File: config.mk
export PLATFORM = sky130hd
export DESIGN_NAME = status_flag_instruction_exec
export DESIGN_NICKNAME = d
export VERILOG_FILES = /design/src/core/flag_exec_pkg.sv /design/src/core/flag_op_decode.sv /design/src/core/status_flag_instruction_exec.sv
export VERILOG_INCLUDE_DIRS = /design/src /design/src/core
export SDC_FILE = /design/constraint.sdc
export NUM_CORES = 1
export LEC_CHECK = 0
export BUFFER_PORTS_ARGS = -buffer_cell sky130_fd_sc_hd__buf_2
export CORE_AREA = 2 2 65 67
export DETAILED_ROUTE_END_ITERATION = 10
export DIE_AREA = 0 0 67 69
export GPL_TIMING_DRIVEN = 0
export PLACE_DENSITY = 0.74
export SYNTH_ARGS = -nofsm -noshare
export SYNTH_HDL_FRONTEND = slang
export SYNTH_HIERARCHICAL = 1
export SYNTH_SLANG_ARGS = --single-unit
File: constraint.sdc
create_clock -name ref_clk -period 1.2 [get_ports ref_clk]
set_input_delay 0.3 -clock ref_clk [delete_from_list [all_inputs] [get_ports ref_clk]]
set_output_delay 0.3 -clock ref_clk [all_outputs]
set_load 0.01 [all_outputs]
File: src/core/flag_exec_consts.svh
`ifndef FLAG_EXEC_CONSTS_SVH
`define FLAG_EXEC_CONSTS_SVH

// Bit positions inside the status flags register
`define BIT_CARRY      3'h0
`define BIT_ZERO       3'h1
`define BIT_NEGATIVE   3'h2
`define BIT_OVERFLOW   3'h3
`define BIT_SIGNED     3'h4
`define BIT_HALF_CARRY 3'h5
`define BIT_TRANSFER   3'h6
`define BIT_INT_EN     3'h7

// Register offsets on the plain register port
`define ADDR_FLAGS     4'h0
`define ADDR_CTRL      4'h1
`define ADDR_LAST_OP   4'h2
`define ADDR_OP_COUNT  4'h3

// Reset values
`define FLAGS_RESET    8'h00
`define CTRL_RESET     8'h01
`define LAST_OP_RESET  8'h00
`define COUNT_RESET    8'h00

// Control register field: execution enable
`define CTRL_EXEC_EN   3'h0

// Instruction word class codes, held in bits 15..8
`define CLASS_FLAG_SET 8'hA1
`define CLASS_FLAG_CLR 8'hA2
`define CLASS_SLEEP    8'hA3
`define CLASS_WDR      8'hA4

// Execute time of every flag instruction, in core cycles
`define EXEC_CYCLES    1

`endif

File: src/core/flag_exec_pkg.sv
package flag_exec_pkg;

  // Kinds of instruction this block acts on
  typedef enum logic [2:0] {
    OP_NONE  = 3'h0,
    OP_SET   = 3'h1,
    OP_CLR   = 3'h3,
    OP_SLEEP = 3'h2,
    OP_WDR   = 3'h6
  } op_kind_e;

  // Decoded instruction
  typedef struct packed {
    op_kind_e   kind;
    logic [2:0] bitSel;
  } flag_op_s;

endpackage

File: src/core/flag_op_decode.sv
`timescale 1ns/1ps
`include "flag_exec_consts.svh"

module flag_op_decode
  import flag_exec_pkg::*;
(
  input  wire logic        instrValid,
  input  wire logic [15:0] instrWord,
  output flag_op_s         op
);

  // Class byte picks the kind; low three bits pick the flag
  always_comb begin
    op.bitSel = instrWord[2:0];
    op.kind   = OP_NONE;
    if (instrValid) begin
      case (instrWord[15:8])
        `CLASS_FLAG_SET: op.kind = OP_SET;
        `CLASS_FLAG_CLR: op.kind = OP_CLR;
        `CLASS_SLEEP:    op.kind = OP_SLEEP;
        `CLASS_WDR:      op.kind = OP_WDR;
        default:         op.kind = OP_NONE; // Not ours, no effect
      endcase
    end
  end

endmodule

File: src/core/status_flag_instruction_exec.sv
// The register addresses and strobed register access were left to the implementer.
`timescale 1ns/1ps
`include "flag_exec_consts.svh"

// Overview of operation
// - Clear-negative clears N, set-zero sets Z, clear-zero clears Z; one cycle.
// - Interrupt-enable op sets the interrupt-enable flag in one cycle.
// - Interrupt-disable op clears only the interrupt-enable flag in one cycle.
// - Set and clear signed ops change only the signed flag, one cycle.
// - Set and clear overflow ops change only the overflow flag, one cycle.
// - Set-transfer op sets the transfer bit and touches no other flag.
// - Clear-half-carry op clears only the half-carry flag in one cycle.
// - Sleep op takes one cycle, keeps all flags, requests sleep mode.
// - Watchdog-restart op takes one cycle, keeps flags, restarts watchdog.

module status_flag_instruction_exec
  import flag_exec_pkg::*;
(
  input  wire logic        ref_clk,
  input  wire logic        arst_n,
  input  wire logic        instrValid,
  input  wire logic [15:0] instrWord,
  input  wire logic [3:0]  regAddr,
  input  wire logic [7:0]  regWrData,
  input  wire logic        regWrite,
  input  wire logic        regRead,
  output logic      [7:0]  regRdData,
  output logic      [7:0]  statusFlags,
  output logic             intEnable,
  output logic             sleepRequest,
  output logic             watchdogRestart
);

  flag_op_s   op;
  logic [7:0] ctrl;
  logic [7:0] lastOp;
  logic [7:0] opCount;
  logic       execOn;
  logic       setOp;
  logic       clrOp;
  logic [7:0] setMask;
  logic [7:0] clrMask;
  logic [7:0] baseFlags;
  logic [7:0] opFlags;
  logic [7:0] next_statusFlags;
  logic [7:0] next_ctrl;
  logic [7:0] next_lastOp;
  logic [7:0] next_opCount;
  logic [7:0] next_regRdData;
  logic       next_sleepRequest;
  logic       next_watchdogRestart;

  // One-hot mask of a flag position
  function automatic logic [7:0] bitMask(input logic [2:0] sel);
    bitMask = 8'h01 << sel;
  endfunction

  flag_op_decode decode (
    .instrValid (instrValid),
    .instrWord  (instrWord),
    .op         (op)
  );

  // Software can halt execution here, e.g. while patching flags
  assign execOn  = ctrl[`CTRL_EXEC_EN];
  assign setOp   = execOn && (op.kind == OP_SET);
  assign clrOp   = execOn && (op.kind == OP_CLR);
  assign setMask = setOp ? bitMask(op.bitSel) : 8'h00;
  assign clrMask = clrOp ? bitMask(op.bitSel) : 8'h00;

  // Bus write first, so an instruction in the same cycle wins its bit
  assign baseFlags = (regWrite && regAddr == `ADDR_FLAGS) ?
                     regWrData : statusFlags;

  // Each flag: set mask, else clear mask, else keep the base value
  genvar gi;
  generate
    for (gi = 0; gi < 8; gi++) begin : g_flag
      assign opFlags[gi] = setMask[gi] ? 1'b1 :
                           clrMask[gi] ? 1'b0 :
                           baseFlags[gi];
    end
  endgenerate

  assign intEnable = statusFlags[`BIT_INT_EN];

  // Next state of flags, control, trace and pulses
  always_comb begin
    next_statusFlags     = opFlags;
    next_ctrl            = ctrl;
    next_lastOp          = lastOp;
    next_opCount         = opCount;
    next_sleepRequest    = execOn && (op.kind == OP_SLEEP);
    next_watchdogRestart = execOn && (op.kind == OP_WDR);
    next_regRdData       = 8'h00;
    if (regWrite && regAddr == `ADDR_CTRL) begin
      next_ctrl = {7'h00, regWrData[`CTRL_EXEC_EN]};
    end
    if (execOn && op.kind != OP_NONE) begin
      next_lastOp  = {2'h0, op.kind, op.bitSel};
      next_opCount = opCount + 8'h01;   // Wraps at 255
    end
    if (regRead) begin
      case (regAddr)
        `ADDR_FLAGS:    next_regRdData = statusFlags;
        `ADDR_CTRL:     next_regRdData = ctrl;
        `ADDR_LAST_OP:  next_regRdData = lastOp;
        `ADDR_OP_COUNT: next_regRdData = opCount;
        default:        next_regRdData = 8'h00; // Unmapped reads zero
      endcase
    end
  end

  // Registers only; every update lands at the end of the execute cycle
  always_ff @(posedge ref_clk or negedge arst_n) begin
    if (!arst_n) begin
      statusFlags     <= `FLAGS_RESET;
      ctrl            <= `CTRL_RESET;
      lastOp          <= `LAST_OP_RESET;
      opCount         <= `COUNT_RESET;
      regRdData       <= 8'h00;
      sleepRequest    <= 1'b0;
      watchdogRestart <= 1'b0;
    end else begin
      statusFlags     <= next_statusFlags;
      ctrl            <= next_ctrl;
      lastOp          <= next_lastOp;
      opCount         <= next_opCount;
      regRdData       <= next_regRdData;
      sleepRequest    <= next_sleepRequest;
      watchdogRestart <= next_watchdogRestart;
    end
  end

  logic noWr;
  assign noWr = !(regWrite && regAddr == `ADDR_FLAGS);
endmodule

# == Word level (Yosys, flattened, before mapping) ==
# Index checks and enable logic that the tools add are counted.
# word_totals
reg_bits,33
in_bits,33
output_inout_bits,19
word_cells,67
# op_classes
n_addsub,1
n_eq_ne,11
shift,1
muxes,23
reduce_logical,17
# ops
cell,count
8-bit equality test (second input constant),4
8-bit 2-to-1 mux,4
8-bit case mux with 4 select lines,1
3-bit nonzero test,9
1-bit 2-to-1 mux,16
3-bit case mux with 4 select lines,1
8-bit by 1-bit adder with 8-bit output (second input constant),1
4-bit by 2-bit equality test with 1-bit output (second input constant),2
1-bit by 3-bit left shift with 8-bit output (first input constant),1
1-bit logical AND,7
3-bit by 2-bit equality test with 1-bit output (second input constant),2
4-bit by 1-bit equality test with 1-bit output (second input constant),1
4-bit zero test,1
3-bit by 1-bit equality test with 1-bit output (second input constant),1
3-bit equality test (second input constant),1
3-bit 2-to-1 mux,1

# == Logic depth before layout (Yosys ltp) ==
# Gate-level depths: netlist (run 1).
# depth
word_depth,8
depth_mapped,7
ltp_nobuf,5

# == Modules after synthesis ==
# The synthesis (run 1) kept the hierarchy.
# by_module_without_submodules
mod,instances,cells_each,area_each_um2,seq_area_each_um2
status_flag_instruction_exec,1,162,1645.3,827.0
flag_op_decode,1,11,87.6,0.0

# == Least setup slack after synthesis (run 1) ==
# OpenSTA, ideal clock, no wires.
# synth_path
path_type,in2reg
start,in instrWord[8]
end,reg opCount[7]
setup_time_ps,79
arrival_time_ps,1669
required_ps,1121
path_slack_ps,-548
cell_stages,6
n_path_buf,1
cell_sequence,or3b_1 > a211oi_2 > buf_2 > nor3_1 > nor4_1 > xor2_1
# synth_lines
item,line_no,source
start: declaration,status_flag_instruction_exec.sv:22,"input wire logic [15:0] instrWord,"
end signal: assignment,status_flag_instruction_exec.sv:120,opCount <= `COUNT_RESET;
end signal: assignment,status_flag_instruction_exec.sv:128,opCount <= next_opCount;
end: declaration,status_flag_instruction_exec.sv:37,logic [7:0] opCount;

==> results of run 1 <==
-- synth_stat cells --
cell       number
and3_1          1
inv_1           3
nand4b_1        3
and3b_1         2
or2_2           1
o221ai_1        3
nor3_1          5
buf_1           2
nand4bb_1       1
a22o_1          2
buf_4           4
nor2_1         10
a211oi_2        1
mux2_1          1
xor2_1          4
or3_1           4
mux4_2          1
ha_1            1
o31ai_2         1
o2111ai_1       3
nand2b_1        4
xnor2_1         4
dfstp_2         1
a32oi_1         4
nor4_1          2
nand2_1        21
nand3_1        14
a21oi_1         2
nor3b_2         2
o21ai_0         6
o31a_1          1
or3b_1          2
dfrtp_1        32
a31oi_1         1
mux2_2          5
clkbuf_1        1
nor3b_1         1
a22oi_1         5
nor4b_1         1
buf_2           9
nand4_1         2
-- cells in the final DEF (no fill, tap or decap), types with 3 or more instances in the layout --
master / count
a32oi_1: 4
nand2_2: 4
nor3_4: 4
dfrtp_1: 32
mux2_2: 5
nand2_1: 16
nand4b_1: 3
xnor2_1: 3
clkbuf_1: 3
nand3_1: 14
clkbuf_8: 6
inv_1: 3
buf_6: 17
nor2_1: 8
o2111ai_1: 3
or3_1: 4
a22oi_1: 5
xor2_1: 4
buf_2: 38
o21ai_0: 5
buf_4: 23
nand2b_1: 3
-- final cells by class --
type / instances / share of cell area (%)
timing repair buffer: 66 / 17.6
sequential: 33 / 32.3
inverter: 3 / 0.440
buffer: 15 / 4.50
tap: 50 / 2.45
multi-input combinational: 121 / 39.1
clock buffer: 8 / 3.52
-- sequential cells by signal, summed over array words and instances (netlist names) --
register and count:
sleepRequest 1, opCount 8, ctrl 1, watchdogRestart 1
lastOp 6, regRdData 8, statusFlags 8
-- power groups by stage --
stage	Clock (mW)	Combinational (mW)	Sequential, mW
after floorplan	0	0.249	1.32
after global placement	0	0.460	1.31
after detailed placement	0	0.470	1.31
after CTS	0.872	0.559	1.29
after global routing	0.932	0.650	1.31
final	0.860	0.597	1.30
-- metrics by stage --
step,cells,area (um^2),power [mW]
finish,296,2560,2.75
global route,296,2560,2.89
CTS,296,2470,2.72
detailed placement,266,2100,1.78
global placement,266,2100,1.77
floorplan,173,1820,1.57
-- logic make-up (layout without fill, tap and decap cells) --
family / after synthesis / count (layout) / share of synthesized area [%]
DFF: 33 / 33 / 47.7
xor gates and xnor gates: 8 / 8 / 4.04
muxes: 7 / 7 / 5.20
adders and majority gates: 1 / 1 / 0.722
buffers and inverters: 19 / 92 / 5.63
and+or+nand+nor: 76 / 76 / 23.8
AOI/OAI and AO/OA: 29 / 29 / 12.9
-- final timing paths --
check | end | from | cells after the start | slack [ps]
max | statusFlags[3]$_DFFE_PN0P_ | instrWord[14] | 8 | -380
min | regRdData[2]$_DFF_PN0_ | arst_n | 1 | 60
max reg2reg | opCount[7]$_DFFE_PN0P_ | ctrl[0]$_DFFE_PN1P_ | 4 | -240
min reg2reg | lastOp[1]$_DFFE_PN0P_ | lastOp[1]$_DFFE_PN0P_ | 2 | 460
max in group asynchronous | opCount[5]$_DFFE_PN0P_ | arst_n | 1 | 670
min in group ref_clk | lastOp[0]$_DFFE_PN0P_ | instrWord[0] | 3 | 230
-- per-layer routing --
layer	share of wire [%]	up-vias
met2	51	52
met1	42	790
met4	1.6	0
li1	-	765
met5	0	-
met3	5.5	7
-- timing repair --
item | in CTS | in global routing
endpoints found under the hold margin | 0 | 0
setup endpoints to repair | 34 | 34
cloned | 1 | 0
gates resized for setup | 25 | 19
pin swaps | 14 | 10
buffers inserted | 21 | 3
==> impl_metrics.csv, run 1 <==
group,metric,value,unit
die,io_pins,52,
finish,final_core_util,65.3,%
status,violations,"negative setup slack",
global_routing,grt_max_degree,34,
finish,drive_above_1_share,49.2,%
die,initial_core_util,44.3,%
clock_tree,cts_tree,"done",
setup_path,crit_fanout,5,
global_routing,grt_pass1_vias,1682,
route,drc,0,
yosys,synth_seq_cells,33,
clock_tree,cts_buffers,5,
finish,area_growth,47.6,%
yosys,syn_area,1730,um^2
timing,tightest_slew,717,ps
clock_tree,cts_hold_buf,0,
global_routing,use_met1,28.7,%
pwr,pwr-share-comb,21.7,%
clock_tree,clk_pin_slew_worst_paths,70,ps
yosys,synth_fp_nets,207,
die,dieWidth,67,um
yosys,synth.area.top_cells,"dfrtp_1 46%, nand2_1 4.5%, nand3_1 4.0%",
pwr,p_sw,0.767,mW
setup_path,crit_path_start_kind,"input pin",
clock_tree,cts.sinks,33,
finish,multi_input_comb_area,1000,um^2
pwr,clkPwrFrac,31.2,%
setup_path,crit_path_max_incr_delay,330,ps
clock_tree,cts_root_buffer,"clkbuf_8",
clock_tree,htree_levels,2,
setup_path,worstPathRequired,1420,ps
pwr,p_int,1.99,mW
setup_path,endpoint_kind,"register",
pwr,p_per_area,1080,nW/um^2
clock_tree,clk_latency,290,ps
setup_path,crit_family,"simple AND/OR/NAND/NOR gates",
yosys,synth_top_area_cell,"dfrtp_1",
global_routing,grt_use_met2,34.7,%
clock_tree,clock_path_buffers,2,
timing,rsz0062_at_grt,"true",
pwr,vdd_ir_drop_max,608,uV
route,final_antenna_net_count,0,
route,routed_via_density,5.45,
job,drv_cap,0,
status,status,"finished with violations",
timing,fmax,635,MHz
global_routing,grt.total_usage,22.2,%
timing,min_period,1580,ps
route,vias,1614,
finish,nFillCells,347,
setup_path,crit_top_cell,"buf_6",
route,wl_per_cell,15.6,um
placement,dpl.hpwl,3030,um
die,num_rows,23,
timing,slew_headroom,52.2,%
setup_path,cp.arrival,1800,ps
placement,place_congestion,0.806,
route,first_iter_violations,77,
setup_path,critPathKind,"input pin to register",
timing,hold_violations,0,
yosys,avgSynthCellArea,10.0,um^2
global_routing,antenna_found_initial,0,
setup_path,crit_path_cell_trace,"buf_6, nand4bb_4, nor4_4, buf_4, nand4b_1, buf_6, or3_1, nand3_1",
global_routing,gr-usage-met3,5.55,%
yosys,synthCells,173,
pwr,power.share.switching,27.8,%
die,core,3910,um^2
timing,min_period_over_period,131,%
die,die_h,69,um
timing,drv_slew,0,
global_routing,top_usage_layer,"met2",
timing,fin_worst_skew,8.32,ps
timing,fin_tns_setup,-6760,ps
pwr,p_leak,1.25,nW
yosys,synth_top_area_share,46.2,%
timing,setup_viol,26,
hold_path,hold_path.class,"input pin to async pin",
timing,holdWs,60.4,ps
timing,worst_slack,-376,ps
finish,nNetsFinal,279,
placement,io_buffer_count,43,
setup_path,path_buf_inv,3,
global_routing,gr-total-overflow,0,
route,drt_wl_total,4610,um
setup_path,slowest_stage,"or3_1",
placement,place_ws,-784,ps
route,dr.pass1.iters,5,
yosys,synth_cell_types,41,
die,dieArea,4620,um^2
yosys,yosysWarnings,6,
finish,register_area,827,um^2
global_routing,grt_pass1_wl,7840,um
yosys,ys_seq_area_share,47.7,%
finish,diodes,0,
pwr,power_frac_seq,47.1,%
(Power assumes the default switching activity.)
==> run 2: changes to the inputs <==
--- a/config.mk
+++ b/config.mk
@@ -8,7 +8,7 @@
 export LEC_CHECK = 0
 export BUFFER_PORTS_ARGS = -buffer_cell sky130_fd_sc_hd__buf_2
-export CORE_AREA = 2 2 65 67
+export CORE_AREA = 2 2 62 70
 export DETAILED_ROUTE_END_ITERATION = 10
-export DIE_AREA = 0 0 67 69
+export DIE_AREA = 0 0 64 72
 export GPL_TIMING_DRIVEN = 0
 export PLACE_DENSITY = 0.74
==> constraint.sdc (replaced) <==
create_clock -name ref_clk -period 1.2 [get_ports ref_clk]
set_input_delay 0.06 -clock ref_clk [delete_from_list [all_inputs] [get_ports ref_clk]]
set_output_delay 0.06 -clock ref_clk [all_outputs]
set_load 0.01 [all_outputs]
==> impl_metrics.csv, run 2 (synthesis results as in run 1) <==
group,metric,value,unit
global_routing,gr-usage-met3,2.48,%
route,routed_via_density,5.52,
job,drv_cap,0,
global_routing,grt_max_degree,34,
status,violations,"negative setup slack",
clock_tree,htree_levels,2,
pwr,power.share.switching,24.9,%
clock_tree,cts_buffers,5,
finish,nFillCells,316,
setup_path,cp.arrival,1580,ps
finish,area_growth,40.4,%
status,status,"finished with violations",
placement,place_ws,-581,ps
finish,final_core_util,62.8,%
route,final_antenna_net_count,0,
placement,io_buffer_count,43,
timing,worst_slack,-146,ps
die,num_rows,24,
finish,postLayoutCellArea,2430,um^2
finish,nNetsFinal,269,
setup_path,endpoint_kind,"register",
finish,drive_above_1_share,43.6,%
finish,layout_common_cells,"44 x buf_2, 32 x dfrtp_1, 19 x nand2_1, 13 x buf_4, 12 x nand3_1",
pwr,pwr-share-comb,18.0,%
setup_path,crit_fanout,4,
clock_tree,clk_pin_slew_worst_paths,80,ps
pwr,p_sw,0.771,mW
global_routing,top_usage_layer,"met2",
global_routing,grt_pass1_vias,1447,
pwr,clkPwrFrac,40.1,%
pwr,total_power,3.09,mW
finish,register_area,827,um^2
finish,final_cells,288,
setup_path,critPathKind,"input pin to register",
timing,drv_slew,0,
hold_path,hold_path.class,"input pin to register",
clock_tree,clk_latency,290,ps
pwr,p_int,2.32,mW
timing,hold_violations,0,
route,first_iter_violations,86,
route,drc,0,
die,dieWidth,64,um
die,dieArea,4610,um^2
route,wl_per_cell,15.0,um
pwr,p_leak,1.19,nW
pwr,power_frac_seq,41.9,%
timing,fin_worst_skew,8.49,ps
die,die_h,72,um
global_routing,grt_pass1_wl,6810,um
die,io_pins,52,
pwr,vdd_ir_drop_max,790,uV
timing,min_period,1350,ps
timing,holdWs,4.84,ps
global_routing,grt_use_met2,30.2,%
global_routing,grt.total_usage,19.0,%
placement,placed_cells,268,
die,initial_core_util,44.7,%
clock_tree,cts_root_buffer,"clkbuf_8",
timing,tightest_slew,735,ps
die,core,3870,um^2
timing,rsz0062_at_grt,"true",
placement,dpl.hpwl,2990,um
finish,diodes,0,
global_routing,gr-total-overflow,0,
clock_tree,cts_tree,"done",
timing,fin_tns_setup,-2060,ps
route,drt_wl_total,4330,um
global_routing,antenna_found_initial,0,
global_routing,use_met1,26.2,%
placement,place_area,2080,um^2
clock_tree,clock_path_buffers,2,
finish,multi_input_comb_area,941,um^2
finish,top_regs,"opCount x8, regRdData x8, statusFlags x8",
pwr,p_per_area,1270,nW/um^2
clock_tree,cts.sinks,33,
setup_path,crit_path_start_kind,"input pin",
timing,min_period_over_period,112,%
route,vias,1590,
finish,layout_commonest_cell,"buf_2",
timing,fmax,743,MHz
timing,setup_viol,19,
timing,slew_headroom,51.0,%
route,dr.pass1.iters,4,
setup_path,worstPathRequired,1430,ps
placement,place_congestion,0.815,
[run 2: final timing paths]
path	from	endpoint	slack, ps	depth (start not counted)
max	instrWord[9]	lastOp[1]$_DFFE_PN0P_	-150	9
min	regWrData[0]	ctrl[0]$_DFFE_PN1P_	5	2
max reg2reg	ctrl[0]$_DFFE_PN1P_	statusFlags[2]$_DFFE_PN0P_	-150	4
min reg2reg	opCount[7]$_DFFE_PN0P_	opCount[7]$_DFFE_PN0P_	470	1
max in group asynchronous	arst_n	regRdData[5]$_DFF_PN0_	360	2
min in group asynchronous	arst_n	statusFlags[0]$_DFFE_PN0P_	370	2
[run 2: worst max-delay path, stage by stage]
cell	delay [ps]
buf_8	100
or3b_4	410
a211oi_4	290
buf_6	170
o31a_1	190
buf_4	140
buf_6	110
nand2_1	50
nand2_1	70
[run 2: metal layers]
| metal | wire length [um] | share of wire (%) | vias to the layer above |
|---|---|---|---|
| li1 | - | - | 748 |
| met3 | 220 | 5.1 | 6 |
| met5 | 0 | 0 | - |
| met1 | 1920 | 44 | 771 |
| met4 | 65 | 1.5 | 0 |
| met2 | 2120 | 49 | 65 |
[run 2: area by class of cell]
| type | instances | area share (%) |
|---|---|---|
| clock buffer | 5 | 2.83 |
| tap | 52 | 2.67 |
| inverter | 3 | 0.463 |
| multi-input combinational | 121 | 38.7 |
| sequential | 33 | 34.0 |
| timing repair buffer | 55 | 14.1 |
| buffer | 16 | 4.53 |
| clock inverter | 3 | 2.67 |
[run 2: repair_timing]
action                                 CTS  global route
endpoints found under the hold margin   33             0
buffers inserted                         7             3
cloned                                   1             0
hold buffers                             2             0
gates resized for setup                 14            12
pin swaps                               11             9
setup endpoints to repair               20            24
[run 2: power groups by stage]
stage / logic, mW / registers [mW] / clock network, mW
final: 0.556 / 1.30 / 1.24
after global routing: 0.602 / 1.31 / 1.31
after global placement: 0.454 / 1.31 / 0
after CTS: 0.539 / 1.29 / 1.26
after detailed placement: 0.459 / 1.31 / 0
after floorplan: 0.245 / 1.32 / 0
